**src/shared/dcs_pkg.sv**
```systemverilog
// constants for the converter code and startup control block
// assumes one 100 MHz clock and a register word of 16 bits
package dcs_pkg;
  localparam int unsigned DCS_WORD_W = 16;
  // command pointers
  localparam logic [7:0] DCS_CMD_OPERATION = 8'h01;
  localparam logic [7:0] DCS_CMD_DAC_DATA = 8'h10;
  localparam logic [7:0] DCS_CMD_MARGIN_HIGH = 8'h25;
  localparam logic [7:0] DCS_CMD_MARGIN_LOW = 8'h26;
  localparam logic [7:0] DCS_CMD_GEN_CONFIG = 8'hD1;
  // operation byte values
  localparam logic [7:0] DCS_OP_OFF = 8'h00;
  localparam logic [7:0] DCS_OP_ON = 8'h80;
  localparam logic [7:0] DCS_OP_MARGIN_LOW = 8'h94;
  localparam logic [7:0] DCS_OP_MARGIN_HIGH = 8'hA4;
  // general config field positions
  localparam int unsigned DCS_PDN_LSB = 3;
  localparam int unsigned DCS_REF_EN_BIT = 2;
  localparam int unsigned DCS_SPAN_LSB = 0;
  // code field msb in data and margin words
  localparam int unsigned DCS_CODE_MSB = 11;
  localparam int unsigned DCS_MARGIN_LSB = 4;
  // output power-down selections
  localparam logic [1:0] DCS_PDN_ACTIVE = 2'h0;
  localparam logic [1:0] DCS_PDN_RES_GND = 2'h1;
  localparam logic [1:0] DCS_PDN_HIZ = 2'h2;
  // factory config: output high impedance, internal reference off
  localparam logic [15:0] DCS_CONFIG_RESET = 16'h0010;
  // device bus address, arbitrary value
  localparam logic [6:0] DCS_BUS_ADDR = 7'h48;
  // link rate ceilings in kbps and the fastest bit time in cycles
  localparam int unsigned DCS_CLK_MHZ = 100;
  localparam int unsigned DCS_STD_KBPS = 100;
  localparam int unsigned DCS_FAST_KBPS = 400;
  localparam int unsigned DCS_FASTP_KBPS = 1000;
  localparam int unsigned DCS_MIN_BIT_CYC = DCS_CLK_MHZ * 1000 / DCS_FASTP_KBPS;
  typedef enum logic [2:0] {
    DCS_ST_LOAD = 3'b000,
    DCS_ST_IDLE = 3'b001,
    DCS_ST_RX = 3'b010,
    DCS_ST_ACK = 3'b011,
    DCS_ST_TX = 3'b100,
    DCS_ST_TXACK = 3'b101
  } dcs_state_t;
endpackage

```
**src/hdl/dcs_core.sv**
```systemverilog
// converter code, reference and startup control behind a serial link
// assumes scl/sda pins from outside, a nonvolatile store presenting words with a valid level
// Function
// the link runs at standard, fast and fast-plus rates, up to 1 Mbps, which the controller respects.
// bus operation commands turn the output on or off and move it to margin high or low.
// after reset every register, the output code included, is loaded from the nonvolatile words; the code loads all but on_q, which reset sets to on.
// the output comes up high impedance by default, or grounded through a resistor if so saved; the code loads any saved power-down value, active included.
// written codes are taken as unsigned straight binary.
// the supply is the reference unless the internal one is selected.
// the code is 8 or 10 bits wide and spans zero to two to the width minus one.
// a new code reaches the output only when the write frame ends.
// the internal reference is off after reset until software enables it; the code loads it from the nonvolatile config word.
// the power-up output state holds until the power-down field is written.
`timescale 1ns/1ps
`default_nettype none
module dcs_core #(
  parameter int unsigned RES = 10
) (
  // clock and reset
  input wire logic mclk,
  input wire logic sys_rst,
  // serial link pins
  input wire logic scl_in,
  input wire logic sda_in,
  output logic sda_out,
  output logic sda_oe,
  // nonvolatile words
  input wire logic nvm_valid,
  input wire logic [dcs_pkg::DCS_WORD_W-1:0] nvm_dac_data,
  input wire logic [dcs_pkg::DCS_WORD_W-1:0] nvm_config,
  input wire logic [dcs_pkg::DCS_WORD_W-1:0] nvm_margin_high,
  input wire logic [dcs_pkg::DCS_WORD_W-1:0] nvm_margin_low,
  // converter controls
  output logic [RES-1:0] dac_code,
  output logic [1:0] output_powerdown_select,
  output logic out_enable,
  output logic ref_internal_en,
  output logic [1:0] gain_span,
  output logic code_update,
  output logic nvm_loading
);
  import dcs_pkg::*;

  // pin synchronisers and edge history
  logic scl_s1_q, scl_s2_q, scl_p_q, sda_s1_q, sda_s2_q, sda_p_q;
  always_ff @(posedge mclk) begin
    scl_s1_q <= sys_rst ? 1'b1 : scl_in;
    scl_s2_q <= sys_rst ? 1'b1 : scl_s1_q;
    scl_p_q <= sys_rst ? 1'b1 : scl_s2_q;
    sda_s1_q <= sys_rst ? 1'b1 : sda_in;
    sda_s2_q <= sys_rst ? 1'b1 : sda_s1_q;
    sda_p_q <= sys_rst ? 1'b1 : sda_s2_q;
  end
  logic scl_rise, scl_fall, bus_start, bus_stop;
  assign scl_rise = scl_s2_q & ~scl_p_q;
  assign scl_fall = ~scl_s2_q & scl_p_q;
  assign bus_start = scl_s2_q & scl_p_q & sda_p_q & ~sda_s2_q;
  assign bus_stop = scl_s2_q & scl_p_q & ~sda_p_q & sda_s2_q;

  dcs_state_t st_q, st_d;
  logic [7:0] sh_q, sh_d, ptr_q, ptr_d, b2_q, b2_d, b3_q, b3_d;
  logic [3:0] cnt_q, cnt_d;
  logic [2:0] nb_q, nb_d;
  logic rw_q, rw_d, drv_q, drv_d, txi_q, txi_d;
  logic [RES-1:0] code_q, code_d;
  logic [7:0] mh_q, mh_d, ml_q, ml_d;
  logic [DCS_WORD_W-1:0] cfg_q, cfg_d;
  logic on_q, on_d, upd_q, upd_d;
  logic [DCS_WORD_W-1:0] rd_word, wr_word;
  logic [7:0] tx_byte;

  assign wr_word = {b2_q, b3_q};
  // read-back of the selected word
  always_comb begin
    case (ptr_q)
      DCS_CMD_DAC_DATA: rd_word = DCS_WORD_W'({code_q, {(DCS_CODE_MSB + 1 - RES){1'b0}}});
      DCS_CMD_MARGIN_HIGH: rd_word = DCS_WORD_W'({mh_q, {DCS_MARGIN_LSB{1'b0}}});
      DCS_CMD_MARGIN_LOW: rd_word = DCS_WORD_W'({ml_q, {DCS_MARGIN_LSB{1'b0}}});
      DCS_CMD_GEN_CONFIG: rd_word = cfg_q;
      DCS_CMD_OPERATION: rd_word = {8'h00, on_q ? DCS_OP_ON : DCS_OP_OFF};
      default: rd_word = 16'h0000;
    endcase
    tx_byte = txi_q ? rd_word[7:0] : rd_word[15:8];
  end

  always_comb begin
    st_d = st_q;
    sh_d = sh_q;
    ptr_d = ptr_q;
    b2_d = b2_q;
    b3_d = b3_q;
    cnt_d = cnt_q;
    nb_d = nb_q;
    rw_d = rw_q;
    drv_d = drv_q;
    txi_d = txi_q;
    code_d = code_q;
    mh_d = mh_q;
    ml_d = ml_q;
    cfg_d = cfg_q;
    on_d = on_q;
    upd_d = 1'b0;
    if (st_q == DCS_ST_LOAD) begin
      if (nvm_valid) begin
        code_d = nvm_dac_data[DCS_CODE_MSB -: RES];
        cfg_d = nvm_config;
        mh_d = nvm_margin_high[DCS_CODE_MSB -: 8];
        ml_d = nvm_margin_low[DCS_CODE_MSB -: 8];
        st_d = DCS_ST_IDLE;
      end
    end else if (bus_start || bus_stop) begin
      // frame end commits the buffered write
      if (!rw_q && nb_q >= 3'd3) begin
        case (ptr_q)
          DCS_CMD_OPERATION: begin
            case (b2_q)
              DCS_OP_OFF: on_d = 1'b0;
              DCS_OP_ON: on_d = 1'b1;
              DCS_OP_MARGIN_HIGH: begin
                on_d = 1'b1;
                code_d = RES'({mh_q, {(RES - 8){1'b0}}});
                upd_d = 1'b1;
              end
              DCS_OP_MARGIN_LOW: begin
                on_d = 1'b1;
                code_d = RES'({ml_q, {(RES - 8){1'b0}}});
                upd_d = 1'b1;
              end
              default: on_d = on_q;
            endcase
          end
          DCS_CMD_DAC_DATA: if (nb_q >= 3'd4) begin
            code_d = wr_word[DCS_CODE_MSB -: RES];
            upd_d = 1'b1;
          end
          DCS_CMD_MARGIN_HIGH: if (nb_q >= 3'd4) mh_d = wr_word[DCS_CODE_MSB -: 8];
          DCS_CMD_MARGIN_LOW: if (nb_q >= 3'd4) ml_d = wr_word[DCS_CODE_MSB -: 8];
          DCS_CMD_GEN_CONFIG: if (nb_q >= 3'd4) cfg_d = wr_word;
          default: cfg_d = cfg_q;
        endcase
      end
      st_d = bus_start ? DCS_ST_RX : DCS_ST_IDLE;
      cnt_d = 4'h0;
      nb_d = 3'd0;
      rw_d = bus_start ? 1'b0 : rw_q;
      drv_d = 1'b0;
    end else begin
      case (st_q)
        DCS_ST_RX: begin
          if (scl_rise && cnt_q < 4'd8) begin
            sh_d = {sh_q[6:0], sda_s2_q};
            cnt_d = cnt_q + 4'd1;
          end else if (scl_fall && cnt_q == 4'd8) begin
            cnt_d = 4'h0;
            st_d = DCS_ST_ACK;
            drv_d = 1'b1;
            if (nb_q == 3'd0) begin
              rw_d = sh_q[0];
              txi_d = 1'b0;
              if (sh_q[7:1] != DCS_BUS_ADDR) begin
                st_d = DCS_ST_IDLE;
                drv_d = 1'b0;
              end
            end else if (nb_q == 3'd1) begin
              ptr_d = sh_q;
            end else if (nb_q == 3'd2) begin
              b2_d = sh_q;
            end else begin
              b3_d = sh_q;
            end
          end
        end
        DCS_ST_ACK: if (scl_fall) begin
          nb_d = (nb_q == 3'd7) ? nb_q : nb_q + 3'd1;
          if (rw_q) begin
            st_d = DCS_ST_TX;
            drv_d = ~tx_byte[7];
          end else begin
            st_d = DCS_ST_RX;
            drv_d = 1'b0;
          end
        end
        DCS_ST_TX: if (scl_fall) begin
          if (cnt_q == 4'd7) begin
            cnt_d = 4'h0;
            drv_d = 1'b0;
            st_d = DCS_ST_TXACK;
          end else begin
            cnt_d = cnt_q + 4'd1;
            drv_d = ~tx_byte[3'(6 - cnt_q)];
          end
        end
        DCS_ST_TXACK: begin
          if (scl_rise) begin
            if (sda_s2_q) st_d = DCS_ST_IDLE;
            else txi_d = ~txi_q;
          end else if (scl_fall) begin
            st_d = DCS_ST_TX;
            drv_d = ~tx_byte[7];
          end
        end
        default: st_d = st_q;
      endcase
    end
  end

  always_ff @(posedge mclk) begin
    if (sys_rst) begin
      st_q <= DCS_ST_LOAD;
      sh_q <= 8'h00;
      ptr_q <= 8'h00;
      b2_q <= 8'h00;
      b3_q <= 8'h00;
      cnt_q <= 4'h0;
      nb_q <= 3'd0;
      rw_q <= 1'b0;
      drv_q <= 1'b0;
      txi_q <= 1'b0;
      code_q <= '0;
      mh_q <= 8'h00;
      ml_q <= 8'h00;
      cfg_q <= DCS_CONFIG_RESET;
      on_q <= 1'b1;
      upd_q <= 1'b0;
    end else begin
      st_q <= st_d;
      sh_q <= sh_d;
      ptr_q <= ptr_d;
      b2_q <= b2_d;
      b3_q <= b3_d;
      cnt_q <= cnt_d;
      nb_q <= nb_d;
      rw_q <= rw_d;
      drv_q <= drv_d;
      txi_q <= txi_d;
      code_q <= code_d;
      mh_q <= mh_d;
      ml_q <= ml_d;
      cfg_q <= cfg_d;
      on_q <= on_d;
      upd_q <= upd_d;
    end
  end

  // open-drain: only ever pulls low
  assign sda_out = 1'b0;
  assign sda_oe = drv_q;
  assign dac_code = code_q;
  assign output_powerdown_select = cfg_q[DCS_PDN_LSB +: 2];
  assign out_enable = on_q && (cfg_q[DCS_PDN_LSB +: 2] == DCS_PDN_ACTIVE);
  assign ref_internal_en = cfg_q[DCS_REF_EN_BIT];
  assign gain_span = cfg_q[DCS_SPAN_LSB +: 2];
  assign code_update = upd_q;
  assign nvm_loading = (st_q == DCS_ST_LOAD);
endmodule
`default_nettype wire

```
**config.mk**
```make
export PLATFORM = sky130hd
export DESIGN_NAME = dcs_core
export DESIGN_NICKNAME = d
export VERILOG_FILES = /design/src/shared/dcs_pkg.sv /design/src/hdl/dcs_core.sv
export SDC_FILE = /design/constraint.sdc
export NUM_CORES = 1
export LEC_CHECK = 0
export BUFFER_PORTS_ARGS = -buffer_cell sky130_fd_sc_hd__buf_2
export CAP_MARGIN = 20
export CORE_ASPECT_RATIO = 0.6
export CORE_MARGIN = 4
export CORE_UTILIZATION = 40
export CTS_BUF_LIST = sky130_fd_sc_hd__clkbuf_16
export DETAILED_ROUTE_END_ITERATION = 7
export REMOVE_ABC_BUFFERS = 1
export SYNTH_ARGS = -nofsm -noshare
export SYNTH_HDL_FRONTEND = slang
export SYNTH_SLANG_ARGS = --single-unit
```
**constraint.sdc**
```tcl
create_clock -name mclk -period 2.98 [get_ports mclk]
set_input_delay 0.298 -clock mclk [delete_from_list [all_inputs] [get_ports mclk]]
set_output_delay 0.298 -clock mclk [all_outputs]
set_load 0.05 [all_outputs]
```
# Word-level counts from Yosys, hierarchy flattened
# Cells that the tools add are included.
classes:
  muxes: 83
  order_cmp: 4
  n_eq_ne: 43
  bitwise_logic: 21
  n_addsub: 3
  reduce_logical: 45
ops:
  columns: ["operator", "n"]
  rows:
  - ["two-way mux 8 bit", 13]
  - ["two-way mux 16 bit", 6]
  - ["case mux 16 bit (5 select lines)", 1]
  - ["two-way mux 10 bit", 5]
  - ["two-way mux 3 bit", 16]
  - ["case mux 10 bit (2 select lines)", 2]
  - ["== test 8 bit (second input constant)", 4]
  - ["AND reduction 8 bit", 4]
  - ["!= test 4 bit (second input constant)", 7]
  - ["nonzero test 2 bit", 13]
  - ["two-way mux 1 bit", 25]
  - ["!= test 3 bit (second input constant)", 7]
  - ["two-way mux 4 bit", 5]
  - ["AND reduction 5 bit", 4]
  - ["!= test 2 bit (second input constant)", 9]
  - ["== test 8 x 6 -> 1 bit (second input constant)", 2]
  - ["NOT 1 bit", 14]
  - ["case mux 3 bit (4 select lines)", 1]
  - ["AND reduction 4 bit", 3]
  - ["AND reduction 6 bit", 2]
  - ["!= test 5 bit (second input constant)", 2]
  - ["== test 3 x 2 -> 1 bit (second input constant)", 3]
  - ["== test 3 bit (second input constant)", 3]
  - ["AND reduction 9 bit", 1]
  - ["other kinds (32)", 47]
totals:
  inputBits: 69
  word_cells: 221
  regBits: 95
  output_inout_bits: 20

# Logic depth before layout (Yosys ltp)
# Gate-level depths: netlist of the first run.
logic_depth:
  ltp_word: 10
  ltp_mapped: 10
  mapped_depth_nobuf: 9

# Worst setup path after synthesis of the first run
# No wires, ideal clock.
synth_path:
  path_kind: "reg2reg"
  start: "register nb_q[2]"
  end: "register cfg_q[13]"
  synth_period_minus_slack_ns: 2.058
  required_ns: 2.892
  path_slack_ns: 0.922
  n_path_buf: 2
  arrival_time_ns: 1.970
  stages_incl_launch_ff: 10
  setup_time_ns: 0.088
  path_cell_list: "dfxtp_1 -> clkbuf_1 -> inv_1 -> ha_1 -> a211oi_1 -> nor4_4 -> a21boi_2 -> a21oi_4 -> buf_4 -> a311oi_2"
synth_between:
  elab_chain_cells: 4
  word_cells_on_any_way: 6
  cone_classes: "2 x order compare; 4 x reduce/logical"
synth_lines:
  columns: ["element", "line_no", "rtl"]
  rows:
  - ["start: declaration", "dcs_core.sv:63", "logic [2:0] nb_q, nb_d;"]
  - ["start signal: assignment", "dcs_core.sv:232", "nb_q <= nb_d;"]
  - ["greater-or-equal comparator 3 x 2 -> 1 bit", "dcs_core.sv:113", "if (!rw_q && nb_q >= 3'd3) begin"]
  - ["logical AND 1 bit", "dcs_core.sv:113", null]
  - ["nonzero test 2 bit (no source line)", null, null]
  - ["AND reduction 5 bit (no source line) (*)", null, null]
  - ["end signal: assignment", "dcs_core.sv:239", "cfg_q <= cfg_d;"]
  - ["end: declaration", "dcs_core.sv:67", "logic [DCS_WORD_W-1:0] cfg_q, cfg_d;"]
# Mark *: on every way between the ends. The rest lies on a longest branch, timed or not.
# A chain may end at the register's enable or synchronous reset.

# Worst setup path in the final report of the first run
layout_path:
  start: "register b2_q[0]"
  end: "register code_q[9] (netlist: dac_code[9])"
layout_between:
  elab_chain_cells: 6
  word_cells_on_any_way: 9
  cone_classes: "3 x eq/ne; 5 x mux; 1 x reduce/logical"
layout_lines:
  columns: ["element", "line_no", "rtl"]
  rows:
  - ["start: declaration", "dcs_core.sv:61", "logic [7:0] sh_q, sh_d, ptr_q, ptr_d, b2_q, b2_d, b3_q, b3_d;"]
  - ["start signal: assignment", "dcs_core.sv:212", "b2_q <= 8'h00;"]
  - ["start signal: assignment", "dcs_core.sv:229", "b2_q <= b2_d;"]
  - ["== test 8 bit", "dcs_core.sv:116", "case (b2_q)"]
  - ["case mux 10 bit (2 select lines)", "dcs_core.sv:116", null]
  - ["case mux 10 bit (2 select lines)", "dcs_core.sv:114", "case (ptr_q)"]
  - ["two-way mux 10 bit", "dcs_core.sv:113", null]
  - ["two-way mux 10 bit", "dcs_core.sv:111", "end else if (bus_start || bus_stop) begin"]
  - ["two-way mux 10 bit", "dcs_core.sv:103", "if (st_q == DCS_ST_LOAD) begin"]
  - ["end signal: assignment", "dcs_core.sv:236", "code_q <= code_d;"]
  - ["end: declaration", "dcs_core.sv:65", "logic [RES-1:0] code_q, code_d;"]
# Parallel ways exist; a longest one is shown, timed or not. The select of a mux whose other input is x is not followed.

==> results.ini, run 1 <==
[floorplanning]
core_area_sq_um=12900
die_area_sq_um=15300
die_y_microns=97.4
die_x_microns=157
start_util_pct=41.2
rows=32
io_pins=89

[worst_setup_path]
cp-start-kind=flop
crit_path_top_delay_cell=or3_1
slowest_delay_ns=0.64
worstSetupPathType=flop to flop
cp.buffers_inverters=0
cp_common_cell=a211oi_1
rr_worst_depth=7
end_kind=flop
cpLargestDelayFamily=simple AND/OR/NAND/NOR gates
crit_fanout=8
r2r_slack_ns=0.41
cp_num_cells=7
required_ns=3.24
crit_chain=nor4_1 -> nand2_1 -> or3_1 -> mux2i_1 -> a211oi_1 -> a21oi_1 -> a211oi_1
crit_arrival_ns=2.83

[synthesis]
yosysSeqAreaShare_pct=35.7
synth_top_family_by_area=compound AO/OA/AOI/OAI gates
ys_seq_elements=95
syn_area_per_cell_sq_um=8.56
synthCells=623
async_flop_share_pct=0
synth_xor_area_share_pct=0.493
synth_fa_ha_area_share_pct=1.88
syn_area_sq_um=5330
ys_warn_count=0
synth-edff-count=0
synth_cell_types=83
yosys_most_used_dff=dfxtp_1
synth-compound-area-share_pct=24.4
synth_top_cell_by_area=dfxtp_1
synthSimpleGateAreaFrac_pct=23.2
netlist.area_leader.share_pct=35.7
synth.area.mux_share_pct=7.89
synthTopCellsByArea=dfxtp_1, mux2i_1, nor2_1

[grt]
track_usage_pct=20.7
grt_pass1_wl_microns=25000
grt.overflow.total=0
grt_max_degree=74
grt_pass1_vias=4549
antenna_found_initial=0

[routing]
first_pass_iters=5
num_vias=4846
drt_iter0_drc=441
routedWlPerCell_microns=18.7
routed_via_density=5.77
wl_microns=15700
ant_nets=0
drc_errors=0

[sta]
slew_headroom_pct=45.2
final_max_slew_viol_count=0
rsz0062_at_grt=false
fin_crit_sh_pct=86.1
final-setup-viol-count=0
fmax_mhz=390
hold_viol=0
fin_crit_ns=2.57
tightest_slew_ns=0.823
final.setup_skew_ns=0.00543
setup_tns_ns=0

[finish]
stdcell_area_sq_um=5940
regArea_sq_um=1900
antennaDiodeCount=0
stdcell_count=840
fin_nets=742
multi_input_area_sq_um=3090
fill_cells=1270
drive_above_1_share_pct=20.0
area_delta_synth_final_pct=11.5

[power]
p_leak_nw=2.42
p_comb_share_pct=16.2
p_total_w=0.00293
ir_drop_v=0.000274
power_frac_clock_pct=36.1
p_seq_share_pct=47.7
p_int_w=0.00205
swShare_pct=30.1
p_per_area_nw_per_um2=494
switching_power_w=0.000884

[place]
dpl.hpwl_microns=11300
port_buffers=65
dpl_cell_area_sq_um=5670
placed_cells_incl_taps=824
gp_congestion=0.918

[run_status]
outcome=finished, final reports clean

[clock_network]
cts.sinks=95
root_buffer=clkbuf_16
cts_tree=done
numCtsBuffers=9
cts.htree.levels=3
postCtsHoldBufs=0
clk_latency_ns=0.34
post_cts_resized=0
cts_max_path_buffers=2
postCtsSetupBuffers=0
path_clk_slew_ns=0.07

[hold_path]
min_delay_path_depth=2
hp-class=input pin to flop

[run]
drv_cap=0

[sequential cells by signal, summed over array words and instances (netlist names)]
name and count:
cfg_q 16, dac_code 10, b2_q 8, b3_q 8, mh_q 8, ml_q 8, ptr_q 8, sh_q 8
cnt_q 4, nb_q 3, st_q 3, code_update 1, on_q 1, rw_q 1, scl_p_q 1, scl_s1_q 1
scl_s2_q 1, sda_oe 1, sda_p_q 1, sda_s1_q 1, sda_s2_q 1, txi_q 1
[cells by family (layout without fill, tap and decap cells)]
group                      Yosys count  count (layout)
other                                1               1
buffers and inverters               58             105
muxes                               42              42
xor gates and xnor gates             3               3
DFF                                 95              95
adders and majority gates            8               8
AOI/OAI and AO/OA                  173             173
and+or+nand+nor                    243             243
[worst paths after layout]
| path | startpoint | endpoint |
|---|---|---|
| worst min register to register | sda_s1_q | sda_s2_q |
| worst max register to register | b2_q[0] | dac_code[9] |
| worst min-delay path | scl_in | scl_s1_q |
| worst max-delay path | b2_q[0] | dac_code[9] |
[worst register-to-register path, delay by kind of cell, from the launching register on]
kind,cells,cell delay (ns)
AO/OA/AOI/OAI,3,0.56
flip-flops,1,0.35
multiplexers,1,0.21
AND/OR/NAND/NOR,3,1.37
[stage by stage]
step	util, %	setup slack, ns	hold slack [ns]
floorplan	-	-0.343	0.363
global placement	43.9	0.528	0.395
detailed placement	43.9	0.500	0.395
CTS	45.9	0.474	0.121
global route	45.9	0.305	0.121
finish	45.9	0.413	0.135
[synth_stat cells (3+ instances only)]
cell      instances
nor3_1            5
ha_1              8
a22o_1            4
nor2b_1           5
and3_1            4
a311oi_2          7
nand2_1          51
mux2i_1          42
buf_2             6
dfxtp_1          95
o22ai_1           3
a222oi_1          3
a21oi_1          59
clkbuf_1         21
a211oi_2          7
or2_2             6
nand4_1           3
nor3b_1           3
a21o_1            3
nand3_1          11
a211oi_1         43
buf_6            10
a31oi_1           6
buf_4             7
inv_1             9
nor2_1          105
and3b_1           3
o21ai_0           8
or3_1             4
nand2b_1          6
and2_1           10
a221oi_1          3
a311oi_1          3
[routing by layer]
metal	vias up	routed length (microns)	track usage, %
met1	2297	7990	32.4
met3	17	1310	4.81
met5	-	0	0
met2	195	6230	28.0
met4	0	157	5.16
li1	2337	-	-
[cell type report]
type                            instances  share of cell area, %
Tap cell                              170                   3.58
Clock inverter                          7                  0.716
Sequential cell                        95                   32.0
Multi-Input combinational cell        470                   52.0
Timing Repair Buffer                   78                   7.16
Inverter                               11                  0.695
Clock buffer                            9                   3.79
[power groups by stage]
stage	registers (W)	logic, W	clock network [W]
5_1_grt	0.00141	0.000519	0.00114
4_1_cts	0.00140	0.000474	0.00108
6_report	0.00140	0.000476	0.00106
3_3_place_gp	0.00142	0.000464	0
3_5_place_dp	0.00143	0.000473	0
2_1_floorplan	0.00148	0.000245	0
[layout by cell type, fill, tap and decap left out, drive strengths merged, types with 4 or more instances in the layout]
cell    count
a21oi      60
dfxtp      95
nor2      108
a22o        6
mux2i      42
nor4        4
buf        78
or2         8
clkbuf      9
nor2b       5
ha          8
nand2b      6
o21ai       9
or3         4
inv        12
nand3      11
and2       12
nor3b       4
nor3        5
a311oi     10
a31oi       6
nand2      52
a211oi     50
and3        5
(Power assumes the default switching activity.)
==> run 2, diff against run 1 <==
- MAX_ROUTING_LAYER: not set -> met4
- TNS_END_PERCENT: not set -> 10
==> run 2 against run 1 <==
Effect of this change: power rose by 3.8%; count of clock-buffer cells in the layout did not move; clock skew rose by 0.00063 ns; utilization rose by 0.29 points; maximum frequency rose by 3.4%; via count rose by 1.9%; first-iteration DRC count fell by 14%; routed wire length rose by 3.1%; die area did not move.
==> results.ini, run 2 (synthesis gave the netlist of run 1 again) <==
[hold_path]
hp-class=input pin to flop
min_delay_path_depth=2

[worst_setup_path]
crit_path_top_delay_cell=dfxtp_1
required_ns=3.23
cpLargestDelayFamily=simple AND/OR/NAND/NOR gates
slowest_delay_ns=0.46
crit_chain=or3_1 -> inv_2 -> nand2_1 -> a21boi_2 -> a21oi_4 -> buf_4 -> nor2_1 -> a311oi_1
cp-start-kind=flop
cp.buffers_inverters=2
crit_fanout=19
end_kind=flop
cp_num_cells=8
worstSetupPathType=flop to flop
crit_arrival_ns=2.73
rr_worst_depth=8

[clock_network]
numCtsBuffers=9
postCtsHoldBufs=0
postCtsSetupBuffers=0
clk_latency_ns=0.34
post_cts_resized=0
path_clk_slew_ns=0.07
cts.htree.levels=3
root_buffer=clkbuf_16
cts.sinks=95
cts_tree=done
cts_max_path_buffers=2

[sta]
hold_viol=0
fin_crit_ns=2.48
slew_headroom_pct=44.1
fmax_mhz=403
fin_hold_ws_ns=0.139
tightest_slew_ns=0.839
setup_tns_ns=0
final-setup-viol-count=0
final_max_slew_viol_count=0
fin_crit_sh_pct=83.3
final.setup_skew_ns=0.00606
rsz0062_at_grt=false

[grt]
grt.overflow.total=0
grt_pass1_wl_microns=25700
track_usage_pct=21.8
grt_pass1_vias=4690
grt_max_degree=68
antenna_found_initial=0

[routing]
first_pass_iters=5
wl_microns=16200
drt_iter0_drc=379
ant_nets=0
num_vias=4940
routedWlPerCell_microns=19.2
routed_via_density=5.87
drc_errors=0

[finish]
layout_commonest_cell=nor2_1
largest_reg_flops=16
post-route-util_pct=46.2
stdcell_area_sq_um=5980
area_delta_synth_final_pct=12.2
most-common-layout-cells=nor2_1, dfxtp_1, buf_2
drive_above_1_share_pct=20.2
fill_cells=1311
antennaDiodeCount=0
stdcell_count=842
fin_nets=744
regMostFlops=cfg_q

[power]
ir_drop_v=0.000268
p_per_area_nw_per_um2=509
p_leak_nw=2.44

[place]
dpl_cell_area_sq_um=5690
placed_cells_incl_taps=826
dpl.hpwl_microns=11700
gp_congestion=0.916
port_buffers=65

[floorplanning]
die_y_microns=97.4
die_x_microns=157
io_pins=89
die_area_sq_um=15300
rows=32
core_area_sq_um=12900
start_util_pct=41.2

[run_status]
outcome=finished, final reports clean

[run]
drv_cap=0

## run 2: cell count changes in the layout (fill, tap and decap cells not counted), sizes merged
cell      change
clkinvlp      -1
clkinv        +1
inv           -1
buf           +2
bufinv        +1
## run 2: worst register-to-register path: stages, from the launching register on
cell      delay, ns
dfxtp_1        0.46
or3_1          0.44
inv_2          0.23
nand2_1        0.21
a21boi_2       0.26
a21oi_4        0.15
buf_4          0.30
nor2_1         0.08
a311oi_1       0.25
## run 2: where the power goes
group / switching [W] / leakage (nW) / total (W) / internal [W]
logic: 0.000322 / 1.52 / 0.000480 / 0.000158
clock network: 0.000521 / 0.138 / 0.00116 / 0.000644
registers: 0.0000646 / 0.775 / 0.00140 / 0.00134
## run 2: final timing paths
path | start | to | slack, ns
setup / recovery | st_q[0] | cfg_q[0] | 0.50
hold / removal | sda_in | sda_s1_q | 0.14
setup reg to reg | st_q[0] | cfg_q[0] | 0.50
hold reg to reg | sda_s1_q | sda_s2_q | 0.41
## run 2: final cells by class
| class | count | area, sq um | share of cell area, % |
|---|---|---|---|
| Clock buffer | 9 | 225 | 3.77 |
| Timing Repair Buffer | 80 | 440 | 7.37 |
| Sequential cell | 95 | 1900 | 31.8 |
| Tap cell | 170 | 213 | 3.56 |
| Inverter | 11 | 41.3 | 0.691 |
| Multi-Input combinational cell | 470 | 3090 | 51.7 |
| Clock inverter | 7 | 65.1 | 1.09 |
## run 2: layer usage
metal  vias to the layer above  share of wire, %  track usage, %
met4                         0              0.77            2.97
met2                       227                40            29.7
met5                         -                 0               -
li1                       2338                 -               -
met1                      2357                49            32.6
met3                        18                10            6.23
## run 2: through the flow
stage / setup WS [ns] / power, W
2_1_floorplan: -0.343 / 0.00172
4_1_cts: 0.535 / 0.00305
3_5_place_dp: 0.558 / 0.00191
6_report: 0.499 / 0.00305
5_1_grt: 0.338 / 0.00316
3_3_place_gp: 0.599 / 0.00189
==> run 3, diff against run 2 <==
- clock period: 2.98 -> 2.6 ns (I/O delays scaled with it)
==> run 3 against run 2 <==
Effect of this change: sequential share of layout area shrank 0.37 points; sequential power rose by 15%; power increased by 15%; non-clock buffer count increased by 6; highest routed layer unchanged.
==> results.ini, run 3 (synthesis gave the netlist of run 1 again) <==
[run_status]
outcome=finished, final reports clean

[place]
dpl.hpwl_microns=11800
gp_congestion=0.911
dpl_cell_area_sq_um=5760
place_ws_ns=0.273
port_buffers=65

[sta]
tightest_slew_ns=0.857
rsz0062_at_grt=false
fmax_mhz=425
setup_tns_ns=0
hold_viol=0
fin_crit_ns=2.35
final.setup_skew_ns=0.00700
final_max_slew_viol_count=0
fin_crit_sh_pct=90.5
slew_headroom_pct=42.9
final-setup-viol-count=0
setup_ws_ns=0.248

[routing]
num_vias=4904
routedWlPerCell_microns=19.0
first_pass_iters=5
drt_iter0_drc=541
routed_via_density=5.78
drc_errors=0
ant_nets=0
wl_microns=16100

[floorplanning]
die_y_microns=97.4
rows=32
core_area_sq_um=12900
start_util_pct=41.2
die_x_microns=157
io_pins=89
die_area_sq_um=15300

[grt]
antenna_found_initial=0
grt_max_degree=53
grt_pass1_wl_microns=25400
track_usage_pct=21.7
grt.overflow.total=0
grt_pass1_vias=4501

[finish]
regMostFlops=cfg_q
stdcell_area_sq_um=6050
layout_commonest_cell=nor2_1
area_delta_synth_final_pct=13.5
fin_nets=750
antennaDiodeCount=0
largest_reg_flops=16
drive_above_1_share_pct=20.9
most-common-layout-cells=nor2_1, dfxtp_1, buf_2
fill_cells=1238

[clock_network]
postCtsHoldBufs=0
cts_tree=done
clk_latency_ns=0.35
post_cts_resized=0
cts_max_path_buffers=2
path_clk_slew_ns=0.07
cts.sinks=95
cts.htree.levels=3
root_buffer=clkbuf_16
postCtsSetupBuffers=0
numCtsBuffers=9

[worst_setup_path]
crit_fanout=16
r2r_slack_ns=0.25
reg2reg_from=scl_p_q
critical_path.startpoint=scl_p_q
rr_worst_depth=7
r2r_end=ml_q[4]
cp-start-kind=flop
crit_arrival_ns=2.61
required_ns=2.85
end_kind=flop
worstSetupPathType=flop to flop
critPathCapture=ml_q[4]

[run]
drv_cap=0

[power]
p_per_area_nw_per_um2=579
p_total_w=0.00350
p_leak_nw=2.48
ir_drop_v=0.000303

[hold_path]
hp-class=input pin to flop
min_delay_path_depth=2

-- run 3: changes by cell type in the layout (fill, tap and decap cells not counted) --
cell    change
buf_12      +2
buf_4       +4
-- run 3: layer usage --
metal	vias up	track usage, %	routed length (microns)
li1	2355	-	-
met1	2334	33.8	7930
met2	200	28.2	6470
met3	15	4.81	1570
met4	0	4.76	129
met5	-	-	0
-- run 3: layout make-up --
class / count / area (sq um) / area share [%]
Tap cell: 170 / 213 / 3.52
Clock inverter: 7 / 65.1 / 1.08
Inverter: 11 / 41.3 / 0.683
Timing Repair Buffer: 86 / 510 / 8.44
Multi-Input combinational cell: 470 / 3090 / 51.1
Clock buffer: 9 / 225 / 3.72
Sequential cell: 95 / 1900 / 31.4
-- run 3: worst max-delay path, cell delays in order, from the launching register on --
cell      delay, ns
dfxtp_1        0.50
nand2_1        0.15
or2_4          0.35
nor4_4         0.32
a21boi_2       0.19
nor2_4         0.42
nor2_1         0.07
a211oi_1       0.25
-- run 3: stage by stage --
step,hold slack [ns],utilization (%),instances
after floorplan,0.325,-,576
after global placement,0.394,44.5,832
after detailed placement,0.395,44.5,832
after CTS,0.0761,46.8,848
after global routing,0.0788,46.8,848
final,0.0859,46.8,848
-- run 3: report_power, final --
part / switching [W] / leakage, nW / internal (W) / total [W]
combinational: 0.000377 / 1.56 / 0.000187 / 0.000564
clock: 0.000597 / 0.138 / 0.000738 / 0.00134
sequential: 0.0000737 / 0.775 / 0.00153 / 0.00161
-- run 3: worst min-delay path by stage --
stage,startpoint,to,slack (ns)
after floorplan,sys_rst,cfg_q[10],0.32
after global placement,sda_s1_q,sda_s2_q,0.39
after detailed placement,scl_s1_q,scl_s2_q,0.39
after CTS,sda_in,sda_s1_q,0.08
after global routing,sda_in,sda_s1_q,0.08
final,sda_in,sda_s1_q,0.09
